### config.mk
export PLATFORM = sky130hd
export DESIGN_NAME = ser_top
export DESIGN_NICKNAME = d
export VERILOG_FILES = /design/src/rtl/ser_pkg.sv /design/src/rtl/ser_reg_if.sv /design/src/rtl/ser_deglitch.sv /design/src/rtl/ser_axil.sv /design/src/rtl/ser_top.sv
export SDC_FILE = /design/constraint.sdc
export NUM_CORES = 1
export LEC_CHECK = 0
export BUFFER_PORTS_ARGS = -buffer_cell sky130_fd_sc_hd__buf_4
export CAP_MARGIN = 20
export CORE_ASPECT_RATIO = 0.8
export CORE_UTILIZATION = 29
export CTS_BUF_LIST = sky130_fd_sc_hd__clkbuf_8
export DETAILED_ROUTE_END_ITERATION = 7
export GPL_ROUTABILITY_DRIVEN = 0
export HOLD_SLACK_MARGIN = 0.1
export SYNTH_ARGS = -nofsm -noshare
export SYNTH_HDL_FRONTEND = slang
export SYNTH_SLANG_ARGS = --single-unit
### constraint.sdc
create_clock -name aclk -period 4.08 [get_ports aclk]
set_input_delay 0.408 -clock aclk [delete_from_list [all_inputs] [get_ports aclk]]
set_output_delay 0.408 -clock aclk [all_outputs]
set_load 0.05 [all_outputs]
### src/rtl/ser_pkg.sv
package ser_pkg;
    // Channel count and the diagnostic position of channel 0
    localparam int unsigned       NUM_CH         = 14;
    localparam logic [3:0]        DIAG_BASE_POS  = 4'h2;

    // Clock and deglitch timing
    localparam int unsigned       CLK_PERIOD_NS  = 25;
    localparam int unsigned       DG_INT_MIN_NS  = 15000;
    localparam int unsigned       DG_REG_MIN_NS  = 10000;
    localparam int unsigned       DG_INT_CYCLES  = (DG_INT_MIN_NS + CLK_PERIOD_NS - 1) / CLK_PERIOD_NS;
    localparam int unsigned       DG_REG_CYCLES  = (DG_REG_MIN_NS + CLK_PERIOD_NS - 1) / CLK_PERIOD_NS;

    // Channel groups, one bit per channel
    localparam logic [13:0]       CH_INTERNAL    = 14'h003f;
    localparam logic [13:0]       CH_UV_INVERTED = 14'h1549;
    localparam logic [13:0]       CH_STANDBY     = 14'h0037;
    localparam logic [13:0]       CH_RESET       = 14'h0400;
    localparam logic [13:0]       CH_DRIVE       = 14'h0a00;
    localparam int unsigned       CH_CORE_UV     = 12;
    localparam int unsigned       CH_CORE_OV     = 13;

    // Register byte offsets
    localparam logic [7:0]        OFS_CTRL       = 8'h00;
    localparam logic [7:0]        OFS_DIAG_SEL   = 8'h04;
    localparam logic [7:0]        OFS_FLAGS      = 8'h08;
    localparam logic [7:0]        OFS_IRQ_STAT   = 8'h0c;
    localparam logic [7:0]        OFS_IRQ_MASK   = 8'h10;
    localparam logic [7:0]        OFS_REACTION   = 8'h14;

    // Field positions and values after reset
    localparam int unsigned       CTRL_UNMASK_BIT = 0;
    localparam logic              RST_UNMASK      = 1'h0;
    localparam logic [3:0]        RST_DIAG_SEL    = 4'h2;
    localparam logic [13:0]       RST_IRQ_MASK    = 14'h0000;

    // Bus answers
    localparam logic [1:0]        RESP_OKAY      = 2'h0;
    localparam logic [1:0]        RESP_SLVERR    = 2'h2;

    typedef enum logic [1:0] {
        SER_KEEP,
        SER_RESET,
        SER_STANDBY
    } ser_state_t;
endpackage

### src/rtl/ser_reg_if.sv
interface ser_reg_if #(parameter int unsigned ADDR_W = 8);
    logic              wr_en;
    logic [ADDR_W-1:0] wr_addr;
    logic [31:0]       wr_data;
    logic [3:0]        wr_strb;
    logic              wr_ok;
    logic              rd_en;
    logic [ADDR_W-1:0] rd_addr;
    logic [31:0]       rd_data;
    logic              rd_ok;

    modport bus  (output wr_en, wr_addr, wr_data, wr_strb, rd_en, rd_addr,
                  input  wr_ok, rd_data, rd_ok);
    modport regs (input  wr_en, wr_addr, wr_data, wr_strb, rd_en, rd_addr,
                  output wr_ok, rd_data, rd_ok);
endinterface

### src/rtl/ser_deglitch.sv
module ser_deglitch #(
    parameter int unsigned CYCLES = 400
) (
    // Clock and reset
    input  wire logic aclk,
    input  wire logic aresetn,
    input  wire logic ce,
    // Comparator fault level and qualified flag
    input  wire logic fault,
    output logic      flag_q
);
    localparam int unsigned CNT_W = $clog2(CYCLES + 1);
    localparam logic [CNT_W-1:0] CNT_LAST = CNT_W'(CYCLES - 1);

    logic [CNT_W-1:0] cnt_q;

    always_ff @(posedge aclk) begin
        if (!aresetn) begin
            cnt_q  <= '0;
            flag_q <= 1'b0;
        end else if (ce) begin
            if (!fault) begin
                cnt_q  <= '0;
                flag_q <= 1'b0;
            end else if (!flag_q) begin
                if (cnt_q == CNT_LAST) begin
                    flag_q <= 1'b1;
                end else begin
                    cnt_q <= cnt_q + CNT_W'(1);
                end
            end
        end
    end
endmodule // ser_deglitch

### src/rtl/ser_axil.sv
module ser_axil #(
    parameter int unsigned ADDR_W = 8
) (
    // Clock and reset
    input  wire logic              aclk,
    input  wire logic              aresetn,
    input  wire logic              ce,
    // Write channels
    input  wire logic [ADDR_W-1:0] s_awaddr,
    input  wire logic              s_awvalid,
    output logic                   s_awready,
    input  wire logic [31:0]       s_wdata,
    input  wire logic [3:0]        s_wstrb,
    input  wire logic              s_wvalid,
    output logic                   s_wready,
    output logic [1:0]             s_bresp,
    output logic                   s_bvalid,
    input  wire logic              s_bready,
    // Read channels
    input  wire logic [ADDR_W-1:0] s_araddr,
    input  wire logic              s_arvalid,
    output logic                   s_arready,
    output logic [31:0]            s_rdata,
    output logic [1:0]             s_rresp,
    output logic                   s_rvalid,
    input  wire logic              s_rready,
    // Register side
    ser_reg_if.bus                 rif
);
    logic aw_hold_q;
    logic w_hold_q;

    assign rif.wr_en   = ce && aw_hold_q && w_hold_q && !s_bvalid;
    assign rif.rd_en   = ce && s_arvalid && s_arready;
    assign rif.rd_addr = s_araddr;

    ////////////////////////////////////////////////////////////////////////////////
    // Write path: address and data taken in either order, one write at a time
    always_ff @(posedge aclk) begin
        if (!aresetn) begin
            aw_hold_q    <= 1'b0;
            w_hold_q     <= 1'b0;
            s_awready    <= 1'b1;
            s_wready     <= 1'b1;
            s_bvalid     <= 1'b0;
            s_bresp      <= ser_pkg::RESP_OKAY;
            rif.wr_addr  <= '0;
            rif.wr_data  <= '0;
            rif.wr_strb  <= '0;
        end else if (ce) begin
            if (s_awvalid && s_awready) begin
                aw_hold_q   <= 1'b1;
                s_awready   <= 1'b0;
                rif.wr_addr <= s_awaddr;
            end
            if (s_wvalid && s_wready) begin
                w_hold_q    <= 1'b1;
                s_wready    <= 1'b0;
                rif.wr_data <= s_wdata;
                rif.wr_strb <= s_wstrb;
            end
            if (rif.wr_en) begin
                aw_hold_q <= 1'b0;
                w_hold_q  <= 1'b0;
                s_bvalid  <= 1'b1;
                s_bresp   <= rif.wr_ok ? ser_pkg::RESP_OKAY : ser_pkg::RESP_SLVERR;
            end
            if (s_bvalid && s_bready) begin
                s_bvalid  <= 1'b0;
                s_awready <= 1'b1;
                s_wready  <= 1'b1;
            end
        end
    end

    ////////////////////////////////////////////////////////////////////////////////
    // Read path: data captured on the address handshake
    always_ff @(posedge aclk) begin
        if (!aresetn) begin
            s_arready <= 1'b1;
            s_rvalid  <= 1'b0;
            s_rdata   <= '0;
            s_rresp   <= ser_pkg::RESP_OKAY;
        end else if (ce) begin
            if (rif.rd_en) begin
                s_arready <= 1'b0;
                s_rvalid  <= 1'b1;
                s_rdata   <= rif.rd_data;
                s_rresp   <= rif.rd_ok ? ser_pkg::RESP_OKAY : ser_pkg::RESP_SLVERR;
            end else if (s_rvalid && s_rready) begin
                s_rvalid  <= 1'b0;
                s_arready <= 1'b1;
            end
        end
    end
endmodule // ser_axil

### src/rtl/ser_top.sv
// Notes on behaviour
// - Analog supply undervoltage, deglitched, forces reset low, drive low, standby.
// - Reference high mismatch, deglitched, forces reset low, drive low, standby.
// - Reference low mismatch, deglitched, forces reset low, drive low, standby.
// - Either charge pump overvoltage, deglitched, forces reset low, drive low, standby.
// - Pump12 undervoltage only sets its flag; outputs and state unchanged.
// - Preregulator under or overvoltage only sets its flag after deglitch.
// - Transceiver rail undervoltage only sets its flag.
// - Transceiver or I/O rail overvoltage drives only the drive output low.
// - I/O rail undervoltage forces reset low, drive low, reset state.
// - Core undervoltage acts only when unmask bit is 1: reset low, drive low, reset state.
// - Core overvoltage drives drive output low only when unmask bit is 1.
// - Faults qualify 15 us for internal supplies, 10 us for regulator rails.
// - Each flag visible on diagnostic mux positions 2 to 15, undervoltage inverted.
module ser_top #(
    parameter int unsigned ADDR_W = 8
) (
    // Clock, reset, enable
    input  wire logic              aclk,
    input  wire logic              aresetn,
    input  wire logic              ce,
    // Comparator outputs
    input  wire logic              analog_supply_uv_n,
    input  wire logic              ref_high_mismatch,
    input  wire logic              ref_low_mismatch,
    input  wire logic              pump12_uv_n,
    input  wire logic              pump12_ov,
    input  wire logic              pump17_ov,
    input  wire logic              prereg_uv_n,
    input  wire logic              prereg_ov,
    input  wire logic              xcvr_rail_uv_n,
    input  wire logic              xcvr_rail_ov,
    input  wire logic              io_rail_uv_n,
    input  wire logic              io_rail_ov,
    input  wire logic              core_rail_uv_n,
    input  wire logic              core_rail_ov,
    // Reactions
    output logic                   mcu_reset_n,
    output logic                   power_stage_enable,
    output ser_pkg::ser_state_t    state_request,
    output logic                   diag_mux,
    output logic                   irq,
    // AXI4-Lite write channels
    input  wire logic [ADDR_W-1:0] s_awaddr,
    input  wire logic              s_awvalid,
    output logic                   s_awready,
    input  wire logic [31:0]       s_wdata,
    input  wire logic [3:0]        s_wstrb,
    input  wire logic              s_wvalid,
    output logic                   s_wready,
    output logic [1:0]             s_bresp,
    output logic                   s_bvalid,
    input  wire logic              s_bready,
    // AXI4-Lite read channels
    input  wire logic [ADDR_W-1:0] s_araddr,
    input  wire logic              s_arvalid,
    output logic                   s_arready,
    output logic [31:0]            s_rdata,
    output logic [1:0]             s_rresp,
    output logic                   s_rvalid,
    input  wire logic              s_rready
);
    localparam int unsigned N = ser_pkg::NUM_CH;

    logic [N-1:0]        raw;
    logic [N-1:0]        fault;
    logic [N-1:0]        flag;
    logic [N-1:0]        flag_prev_q;
    logic [N-1:0]        irq_stat_q;
    logic [N-1:0]        irq_stat_d;
    logic [N-1:0]        irq_mask_q;
    logic                core_monitor_unmask_q;
    logic [3:0]          diag_sel_q;
    logic                go_standby;
    logic                go_reset;
    logic                go_drive;
    logic [N-1:0]        diag_view;
    logic [3:0]          diag_idx;
    logic                wr_ctrl;
    logic                wr_diag;
    logic                wr_mask;
    logic                rd_stat;

    ser_reg_if #(.ADDR_W(ADDR_W)) rif ();

    ////////////////////////////////////////////////////////////////////////////////
    // Comparator inputs, one per diagnostic position
    assign raw = {core_rail_ov, core_rail_uv_n, io_rail_ov, io_rail_uv_n,
                  xcvr_rail_ov, xcvr_rail_uv_n, prereg_ov, prereg_uv_n,
                  pump17_ov, pump12_ov, pump12_uv_n, ref_low_mismatch,
                  ref_high_mismatch, analog_supply_uv_n};

    // Undervoltage comparators are low while the fault is present
    assign fault = raw ^ ser_pkg::CH_UV_INVERTED;

    for (genvar i = 0; i < N; i++) begin : g_ch
        ser_deglitch #(
            .CYCLES (ser_pkg::CH_INTERNAL[i] ? ser_pkg::DG_INT_CYCLES : ser_pkg::DG_REG_CYCLES)
        ) u_dg (
            .aclk    (aclk),
            .aresetn (aresetn),
            .ce      (ce),
            .fault   (fault[i]),
            .flag_q  (flag[i])
        );
    end

    ////////////////////////////////////////////////////////////////////////////////
    // Reaction classes
    assign go_standby = |(flag & ser_pkg::CH_STANDBY);
    assign go_reset   = |(flag & ser_pkg::CH_RESET)
                      || (flag[ser_pkg::CH_CORE_UV] && core_monitor_unmask_q);
    assign go_drive   = |(flag & ser_pkg::CH_DRIVE)
                      || (flag[ser_pkg::CH_CORE_OV] && core_monitor_unmask_q);

    // Pump12 undervoltage, preregulator and transceiver undervoltage sit in no class
    always_ff @(posedge aclk) begin
        if (!aresetn) begin
            mcu_reset_n        <= 1'b0;
            power_stage_enable <= 1'b0;
            state_request      <= ser_pkg::SER_KEEP;
        end else if (ce) begin
            mcu_reset_n        <= !(go_standby || go_reset);
            power_stage_enable <= !(go_standby || go_reset || go_drive);
            if (go_standby) begin
                state_request <= ser_pkg::SER_STANDBY;
            end else if (go_reset) begin
                state_request <= ser_pkg::SER_RESET;
            end else begin
                state_request <= ser_pkg::SER_KEEP;
            end
        end
    end

    ////////////////////////////////////////////////////////////////////////////////
    // Diagnostic mux, group 1 positions 2 to 15
    assign diag_view = flag ^ ser_pkg::CH_UV_INVERTED;
    assign diag_idx  = diag_sel_q - ser_pkg::DIAG_BASE_POS;

    always_ff @(posedge aclk) begin
        if (!aresetn) begin
            diag_mux <= 1'b0;
        end else if (ce) begin
            // Positions 0 and 1 belong to other blocks and read low here
            diag_mux <= (diag_sel_q >= ser_pkg::DIAG_BASE_POS) && diag_view[diag_idx];
        end
    end

    ////////////////////////////////////////////////////////////////////////////////
    // Register bus
    ser_axil #(.ADDR_W(ADDR_W)) u_axil (
        .aclk      (aclk),
        .aresetn   (aresetn),
        .ce        (ce),
        .s_awaddr  (s_awaddr),
        .s_awvalid (s_awvalid),
        .s_awready (s_awready),
        .s_wdata   (s_wdata),
        .s_wstrb   (s_wstrb),
        .s_wvalid  (s_wvalid),
        .s_wready  (s_wready),
        .s_bresp   (s_bresp),
        .s_bvalid  (s_bvalid),
        .s_bready  (s_bready),
        .s_araddr  (s_araddr),
        .s_arvalid (s_arvalid),
        .s_arready (s_arready),
        .s_rdata   (s_rdata),
        .s_rresp   (s_rresp),
        .s_rvalid  (s_rvalid),
        .s_rready  (s_rready),
        .rif       (rif.bus)
    );

    assign wr_ctrl = rif.wr_en && rif.wr_addr == ADDR_W'(ser_pkg::OFS_CTRL);
    assign wr_diag = rif.wr_en && rif.wr_addr == ADDR_W'(ser_pkg::OFS_DIAG_SEL);
    assign wr_mask = rif.wr_en && rif.wr_addr == ADDR_W'(ser_pkg::OFS_IRQ_MASK);
    assign rd_stat = rif.rd_en && rif.rd_addr == ADDR_W'(ser_pkg::OFS_IRQ_STAT);

    // Read-only registers accept writes as no-ops so software scans stay quiet
    always_comb begin
        rif.wr_ok = 1'b1;
        case (rif.wr_addr)
            ADDR_W'(ser_pkg::OFS_CTRL),
            ADDR_W'(ser_pkg::OFS_DIAG_SEL),
            ADDR_W'(ser_pkg::OFS_FLAGS),
            ADDR_W'(ser_pkg::OFS_IRQ_STAT),
            ADDR_W'(ser_pkg::OFS_IRQ_MASK),
            ADDR_W'(ser_pkg::OFS_REACTION): rif.wr_ok = 1'b1;
            default:                        rif.wr_ok = 1'b0;
        endcase
    end

    always_comb begin
        rif.rd_data = '0;
        rif.rd_ok   = 1'b1;
        case (rif.rd_addr)
            ADDR_W'(ser_pkg::OFS_CTRL):     rif.rd_data[ser_pkg::CTRL_UNMASK_BIT] = core_monitor_unmask_q;
            ADDR_W'(ser_pkg::OFS_DIAG_SEL): rif.rd_data[3:0] = diag_sel_q;
            ADDR_W'(ser_pkg::OFS_FLAGS):    rif.rd_data[N-1:0] = flag;
            ADDR_W'(ser_pkg::OFS_IRQ_STAT): rif.rd_data[N-1:0] = irq_stat_q;
            ADDR_W'(ser_pkg::OFS_IRQ_MASK): rif.rd_data[N-1:0] = irq_mask_q;
            ADDR_W'(ser_pkg::OFS_REACTION): rif.rd_data[3:0] = {state_request, power_stage_enable, mcu_reset_n};
            default:                        rif.rd_ok = 1'b0;
        endcase
    end

    always_ff @(posedge aclk) begin
        if (!aresetn) begin
            core_monitor_unmask_q <= ser_pkg::RST_UNMASK;
            diag_sel_q            <= ser_pkg::RST_DIAG_SEL;
            irq_mask_q            <= ser_pkg::RST_IRQ_MASK;
        end else if (ce) begin
            if (wr_ctrl && rif.wr_strb[0]) begin
                core_monitor_unmask_q <= rif.wr_data[ser_pkg::CTRL_UNMASK_BIT];
            end
            if (wr_diag && rif.wr_strb[0]) begin
                diag_sel_q <= rif.wr_data[3:0];
            end
            if (wr_mask && rif.wr_strb[0]) begin
                irq_mask_q[7:0] <= rif.wr_data[7:0];
            end
            if (wr_mask && rif.wr_strb[1]) begin
                irq_mask_q[N-1:8] <= rif.wr_data[N-1:8];
            end
        end
    end

    ////////////////////////////////////////////////////////////////////////////////
    // Sticky flag events; a new event outranks the clearing read
    always_comb begin
        irq_stat_d = irq_stat_q;
        if (rd_stat) begin
            irq_stat_d = '0;
        end
        irq_stat_d = irq_stat_d | (flag & ~flag_prev_q);
    end

    always_ff @(posedge aclk) begin
        if (!aresetn) begin
            flag_prev_q <= '0;
            irq_stat_q  <= '0;
            irq         <= 1'b0;
        end else if (ce) begin
            flag_prev_q <= flag;
            irq_stat_q  <= irq_stat_d;
            irq         <= |(irq_stat_d & irq_mask_q);
        end
    end
endmodule // ser_top

# ---- After elaboration in Yosys (flattened, before gate mapping)
# Cells that the tools add are included.
dict set report totals {
  inputBits 74
  elab_cells 305
  regBits 248
  output_inout_bits 47
}
dict set report op_classes {
  n_addsub 15
  eq_ne 52
  reduce_logical 68
  bitwise 6
  order_cmp 2
  muxes 110
}
# op count
set ops {}
lappend ops {{9-bit 2-to-1 mux} 24}
lappend ops {{10-bit 2-to-1 mux} 18}
lappend ops {{9-bit by 1-bit adder with 9-bit output (second input constant)} 8}
lappend ops {{9-bit equality test (second input constant)} 8}
lappend ops {{10-bit by 1-bit adder with 10-bit output (second input constant)} 6}
lappend ops {{10-bit equality test (second input constant)} 6}
lappend ops {{1-bit 2-to-1 mux} 60}
lappend ops {{2-bit != test (second input constant)} 28}
lappend ops {{3-bit AND reduction} 14}
lappend ops {{8-bit by 4-bit equality test with 1-bit output (second input constant)} 4}
lappend ops {{8-bit by 5-bit equality test with 1-bit output (second input constant)} 4}
lappend ops {{10-bit one-hot mux with 3 select lines} 1}
lappend ops {{14-bit bitwise AND} 2}
lappend ops {{2-bit AND reduction} 14}
lappend ops {{1-bit logical AND} 20}
lappend ops {{8-bit by 3-bit equality test with 1-bit output (second input constant)} 2}
lappend ops {{8-bit logical NOT} 2}
lappend ops {{3-bit one-hot mux with 5 select lines} 1}
lappend ops {{14-bit 2-to-1 mux} 1}
lappend ops {{14-bit NOT} 1}
lappend ops {{14-bit OR} 1}
lappend ops {{14-bit OR reduction} 1}
lappend ops {{6-bit NOT} 2}
lappend ops {{2-bit nonzero test} 6}
lappend ops {{other kinds (11)} 19}

# ---- Logic depth before layout (Yosys ltp)
dict set report logic_depth {
  ltp_word 7
  depth_mapped 8
  mapped_depth_nobuf 7
}

# ---- Cells and area by module
# Synthesis repeated with hierarchy kept, for this count alone.
dict set report unflattened {
  cells_unflattened 1681
  area_unflattened_um2 14705.4
}
# mod cells_each n_inst area_per_inst_um2 seq_area_each_um2
set modules_own_cells {}
lappend modules_own_cells {{ser_deglitch at g_ch[10].u_dg ...} 65 8 558.0 200.2}
lappend modules_own_cells {ser_axil 375 1 3497.1 1701.6}
lappend modules_own_cells {{ser_deglitch at g_ch[0].u_dg ...} 77 5 645.6 220.2}
lappend modules_own_cells {ser_top 324 1 2892.8 1061.0}
lappend modules_own_cells {{ser_deglitch at g_ch[4].u_dg} 77 1 623.1 220.2}

# ---- Worst setup path before layout
# Ideal clock, no wire load.
dict set report synth_path {
  path_kind {register to register}
  from {register u_axil.s_bvalid}
  to {register irq_mask_q[0]}
  path_buffers 0
  synth_period_minus_slack_ns 1.850
  arrival_ns 1.723
  setup_time_ns 0.128
  required_ns 3.952
  stages_incl_launch_ff 6
  setup_slack_ns 2.230
  cell_sequence {dfxtp_1 -> nand4b_1 -> nor4_4 -> nand3_2 -> mux2i_1 -> nor2_1}
}
dict set report synth_via {
  elab_chain_len 5
}
# item line
set synth_lines {}
lappend synth_lines {{start: declaration} ser_axil.sv:17} ;# output logic s_bvalid,
lappend synth_lines {{start signal: assignment} ser_axil.sv:45} ;# s_bvalid <= 1'b0;
lappend synth_lines {{start signal: assignment} ser_axil.sv:65} ;# s_bvalid <= 1'b1;
lappend synth_lines {{start signal: assignment} ser_axil.sv:69} ;# s_bvalid <= 1'b0;
lappend synth_lines {{1-bit logical NOT} ser_axil.sv:33} ;# assign rif.wr_en = ce && aw_hold_q && w_hold_q && !s_bvalid;
lappend synth_lines {{1-bit logical AND} ser_axil.sv:33}
lappend synth_lines {{1-bit logical AND} ser_top.sv:177} ;# assign wr_mask = rif.wr_en && rif.wr_addr == ADDR_W'(ser_pkg::OFS_IRQ_MASK);
lappend synth_lines {{1-bit logical AND} ser_top.sv:220} ;# if (wr_mask && rif.wr_strb[0]) begin
lappend synth_lines {{2-bit AND reduction (no source line)} n/a}
lappend synth_lines {{end signal: assignment} ser_top.sv:212} ;# irq_mask_q <= ser_pkg::RST_IRQ_MASK;
lappend synth_lines {{end signal: assignment} ser_top.sv:221} ;# irq_mask_q[7:0] <= rif.wr_data[7:0];
lappend synth_lines {{end signal: indexed assignment} ser_top.sv:224} ;# irq_mask_q[N-1:8] <= rif.wr_data[N-1:8];
lappend synth_lines {{end: declaration} ser_top.sv:71} ;# logic [N-1:0] irq_mask_q;
# Every way passes these cells.
# A chain may end at the register's enable or synchronous reset.

# ---- Worst setup path in the final report
dict set report layout_path {
  from {register g_ch[2].u_dg.cnt_q[3]}
  to {register g_ch[2].u_dg.cnt_q[9]}
}
dict set report layout_via {
  elab_chain_len 4
  word_cells_on_any_way 7
  cone_classes {1 x add/sub; 2 x eq/ne; 3 x mux; 1 x reduce/logical}
}
# item line
set layout_lines {}
lappend layout_lines {{start: declaration} ser_deglitch.sv:15} ;# logic [CNT_W-1:0] cnt_q;
lappend layout_lines {{start signal: assignment} ser_deglitch.sv:29} ;# cnt_q <= cnt_q + CNT_W'(1);
lappend layout_lines {{10-bit by 1-bit adder with 10-bit output} ser_deglitch.sv:29}
lappend layout_lines {{10-bit 2-to-1 mux} ser_deglitch.sv:26} ;# if (cnt_q == CNT_LAST) begin
lappend layout_lines {{10-bit 2-to-1 mux} ser_deglitch.sv:25} ;# end else if (!flag_q) begin
lappend layout_lines {{10-bit 2-to-1 mux} ser_deglitch.sv:22} ;# if (!fault) begin
# Several ways; a longest one is shown, not always the timed one. The select of a mux whose other input is x is not followed.

==> impl_metrics.toml <==
[route]
number_of_antenna_violating_nets_in_the_routed_design = 0
drt_pre_antenna_iters = 5
detailedRoute.firstIterationViolations = 727
drt-wirelength-per-cell_um = 14.9
drt-vias-per-instance = 5.03
totalWireLength_um = 29600
drcViolationCount = 0
route.vias.total = 9966

[sta]
drv_slew = 0
timing.setup.tns_ns = 0
worst-slew-pin-transition_ns = 0.951
rsz0062_at_grt = "false"
max_slew_margin_pct = 36.6
final_period_minus_worst_setup_slack_ns = 2.18
holdWs_ns = 0.128
fmax_mhz = 459
final_min_period_over_clock_period_pct = 53.4
report.final.hold_viol_count = 0
timing.clock.skew_ns = 0.0246
setup_viol = 0

[clock_network]
tritoncts = "done"
cts_made_buffers = 40
clk_pin_slew_ns = 0.06
insertion_delay_ns = 0.55
clockBufferDepth = 3
clock_tree.root_cell = "sky130_fd_sc_hd__clkbuf_8"
post_cts_resized = 0
tritoncts_num_sinks = 246
ctsHtreeMaxLevel = 2

[layout]
layout_commonest_cell = "sky130_fd_sc_hd__dfxtp_1"
nNetsFinal = 1512
layout-area-overhead-vs-synth_pct = 16.3
layout-drive-gt1-share_pct = 12.4
n_antenna_cell = 0
filler_cell_count = 4090
layout.cells.most_common_list = "sky130_fd_sc_hd__dfxtp_1, sky130_fd_sc_hd__nor2_1, sky130_fd_sc_hd__nand2_1"

[global_routing]
pin_count_of_the_biggest_net_entering_global_routing = 89
grt_first_pass_wirelength_um = 48300
initial_antenna_violation_count = 0
grt_pass1_vias = 9128
globalRouteOverflowTotal = 0
groute.usage.overall_pct = 14.5

[critical_path]
cp-end-kind = "flop"
cpLargestDelayFamily = "simple AND/OR/NAND/NOR gates"
worst_setup_path_start_kind = "flop"
critical_path.slowest_cell = "sky130_fd_sc_hd__o41ai_2"
critical_path_arrival_ns = 2.59
worst-path-buf-inv = 0
critical_path.max_fanout = 11
cp_slowest_stage_delay_ns = 0.71
crit_chain = "or4b_1 -> o41ai_2 -> nor3_1 -> xnor2_1 -> nor2_1"
critPathKind = "reg -> reg"
cp_data_required_time_ns = 4.49

[yosys]
largest_family_of_logic_cells_by_synthesized_area = "simple AND/OR/NAND/NOR gates"
yosys.area.top_type_share_pct = 42.6
synth.largest_area_cell = "sky130_fd_sc_hd__dfxtp_1"
ys_warn_count = 0
synthSimpleGateAreaFrac_pct = 23.6
synth_async_sr_flop_share_pct = 0
synthCells = 1340
syn-mean-instance-area_um2 = 8.64
muxShareOfSynthArea_pct = 5.46
synthTopCellsByArea = "sky130_fd_sc_hd__dfxtp_1, sky130_fd_sc_hd__nor2_1, sky130_fd_sc_hd__nand2_1, sky130_fd_sc_hd__mux2i_1, sky130_fd_sc_hd__a21oi_1"
synth_adder_area_share_pct = 1.73
synth-compound-area-share_pct = 16.2
post_synthesis_register_bit_count = 246
yosysSeqAreaShare_pct = 42.6
ys_dominant_reg_cell = "sky130_fd_sc_hd__dfxtp_1"
netlist_area_um2 = 11600
synth_xor_xnor_area_share_pct = 5.90
synth_edf_count = 0
synth_cell_type_count = 69

[die]
core-area_um2 = 39400
chipWidth_um = 225
die_h_um = 181
floorplan.initialDensity_pct = 29.4
ioPinCount = 121
floorplan.rows = 65
die_area_um2 = 40700

[pwr]
power.sequential.fraction_pct = 50.0
cellPowerDensity_nw_per_um2 = 371
combinational_power_share_pct = 8.6
switching_share_pct = 26.1
vdd_ir_drop_max_mv = 0.194
p_switching_mw = 1.30
internal-power_mw = 3.69
power.leakage_nw = 5.04
power.clock.fraction_pct = 41.5

[placement]
place_hpwl_um = 20300
numPortBuffers = 80

[run_status]
outcome = "finished clean"

[min_path]
holdCritPathClass = "in -> reg"

[flow_run]
max_cap_violations = 0
## cell usage after synthesis, types with 20 or more instances
library cell / number
sky130_fd_sc_hd__mux2i_1: 44
sky130_fd_sc_hd__nand2_1: 127
sky130_fd_sc_hd__o2111ai_1: 20
sky130_fd_sc_hd__dfxtp_1: 246
sky130_fd_sc_hd__nor2_1: 186
sky130_fd_sc_hd__and3_1: 38
sky130_fd_sc_hd__a22oi_1: 24
sky130_fd_sc_hd__o21ai_0: 56
sky130_fd_sc_hd__nor3_1: 37
sky130_fd_sc_hd__nand3_1: 44
sky130_fd_sc_hd__o211ai_1: 21
sky130_fd_sc_hd__inv_1: 31
sky130_fd_sc_hd__xor2_1: 38
sky130_fd_sc_hd__clkbuf_1: 39
sky130_fd_sc_hd__buf_4: 23
sky130_fd_sc_hd__xnor2_1: 40
sky130_fd_sc_hd__a21oi_1: 75
## final timing paths
path,from,to,slack (ns),depth (start not counted)
worst max-delay path,g_ch[2].u_dg.cnt_q[3]$_SDFFE_PN0P_,g_ch[2].u_dg.cnt_q[9]$_SDFFE_PN0P_,1.90,5
worst min-delay path,s_wdata[9],u_axil.rif.wr_data[9]$_SDFFE_PN0P_,0.13,3
worst max register to register,g_ch[2].u_dg.cnt_q[3]$_SDFFE_PN0P_,g_ch[2].u_dg.cnt_q[9]$_SDFFE_PN0P_,1.90,5
worst min register to register,u_axil.rif.wr_addr[1]$_SDFFE_PN0P_,u_axil.rif.wr_addr[1]$_SDFFE_PN0P_,0.45,2
## final cells by class
class,count,area (µm²),share of cell area (%)
multi-input combinational,1003,6200,46.0
sequential,246,4920,36.6
timing repair buffer,98,783,5.82
tap,536,671,4.98
clock buffer,47,647,4.81
inverter,33,125,0.930
clock inverter,20,111,0.827
## worst register-to-register path, stage by stage (launching register included)
cell	delay, ns
sky130_fd_sc_hd__dfxtp_1	0.36
sky130_fd_sc_hd__or4b_1	0.58
sky130_fd_sc_hd__o41ai_2	0.71
sky130_fd_sc_hd__nor3_1	0.16
sky130_fd_sc_hd__xnor2_1	0.19
sky130_fd_sc_hd__nor2_1	0.05
## through the flow
step	instances	utilization [%]	area (µm²)	power, mW	setup WS, ns
finish	1983	34.2	13500	4.99	1.90
CTS	1983	34.2	13500	5.06	1.89
floorplan	1359	-	11600	2.83	2.23
global placement	1902	31.9	12600	2.95	1.58
detailed placement	1902	31.9	12600	2.96	1.57
global route	1983	34.2	13500	5.24	1.68
## power groups by stage
stage               registers, mW  clock network (mW)  logic (mW)
floorplan                    2.58                   0       0.248
detailed placement           2.54                   0       0.417
CTS                          2.49                2.14       0.429
global route                 2.50                2.28       0.464
global placement             2.54                   0       0.412
finish                       2.49                2.07       0.428
## state kept, by name (all words and copies together) (netlist names), 2 cells and up
signal	cells
u_axil.rif.wr_strb	2
u_axil.s_rdata	14
flag_prev_q	14
u_axil.rif.wr_addr	8
g_ch.u_dg.cnt_q	132
irq_mask_q	14
state_request	2
g_ch.u_dg.flag_q	14
irq_stat_q	14
diag_sel_q	4
u_axil.rif.wr_data	14
## what timing repair did
action	CTS	global route
buffers inserted	0	0
hold buffers	14	0
hold endpoints to repair	14	0
## logic make-up after synthesis
group	count (synthesis)
AOI/OAI and AO/OA	280
xor gates and xnor gates	78
adders and majority gates	16
buffers and inverters	110
DFF	246
muxes	59
other	1
and+or+nand+nor	550
## metal layers
metal | vias to the layer above | part of all wire (%) | track usage, %
met1 | 4702 | 51 | 22.0
met3 | 42 | 6.5 | 2.98
li1 | 4930 | - | -
met5 | - | 0 | 0
met2 | 292 | 41 | 20.5
met4 | 0 | 1.6 | 3.67
Power figures use the tool's default switching activity.
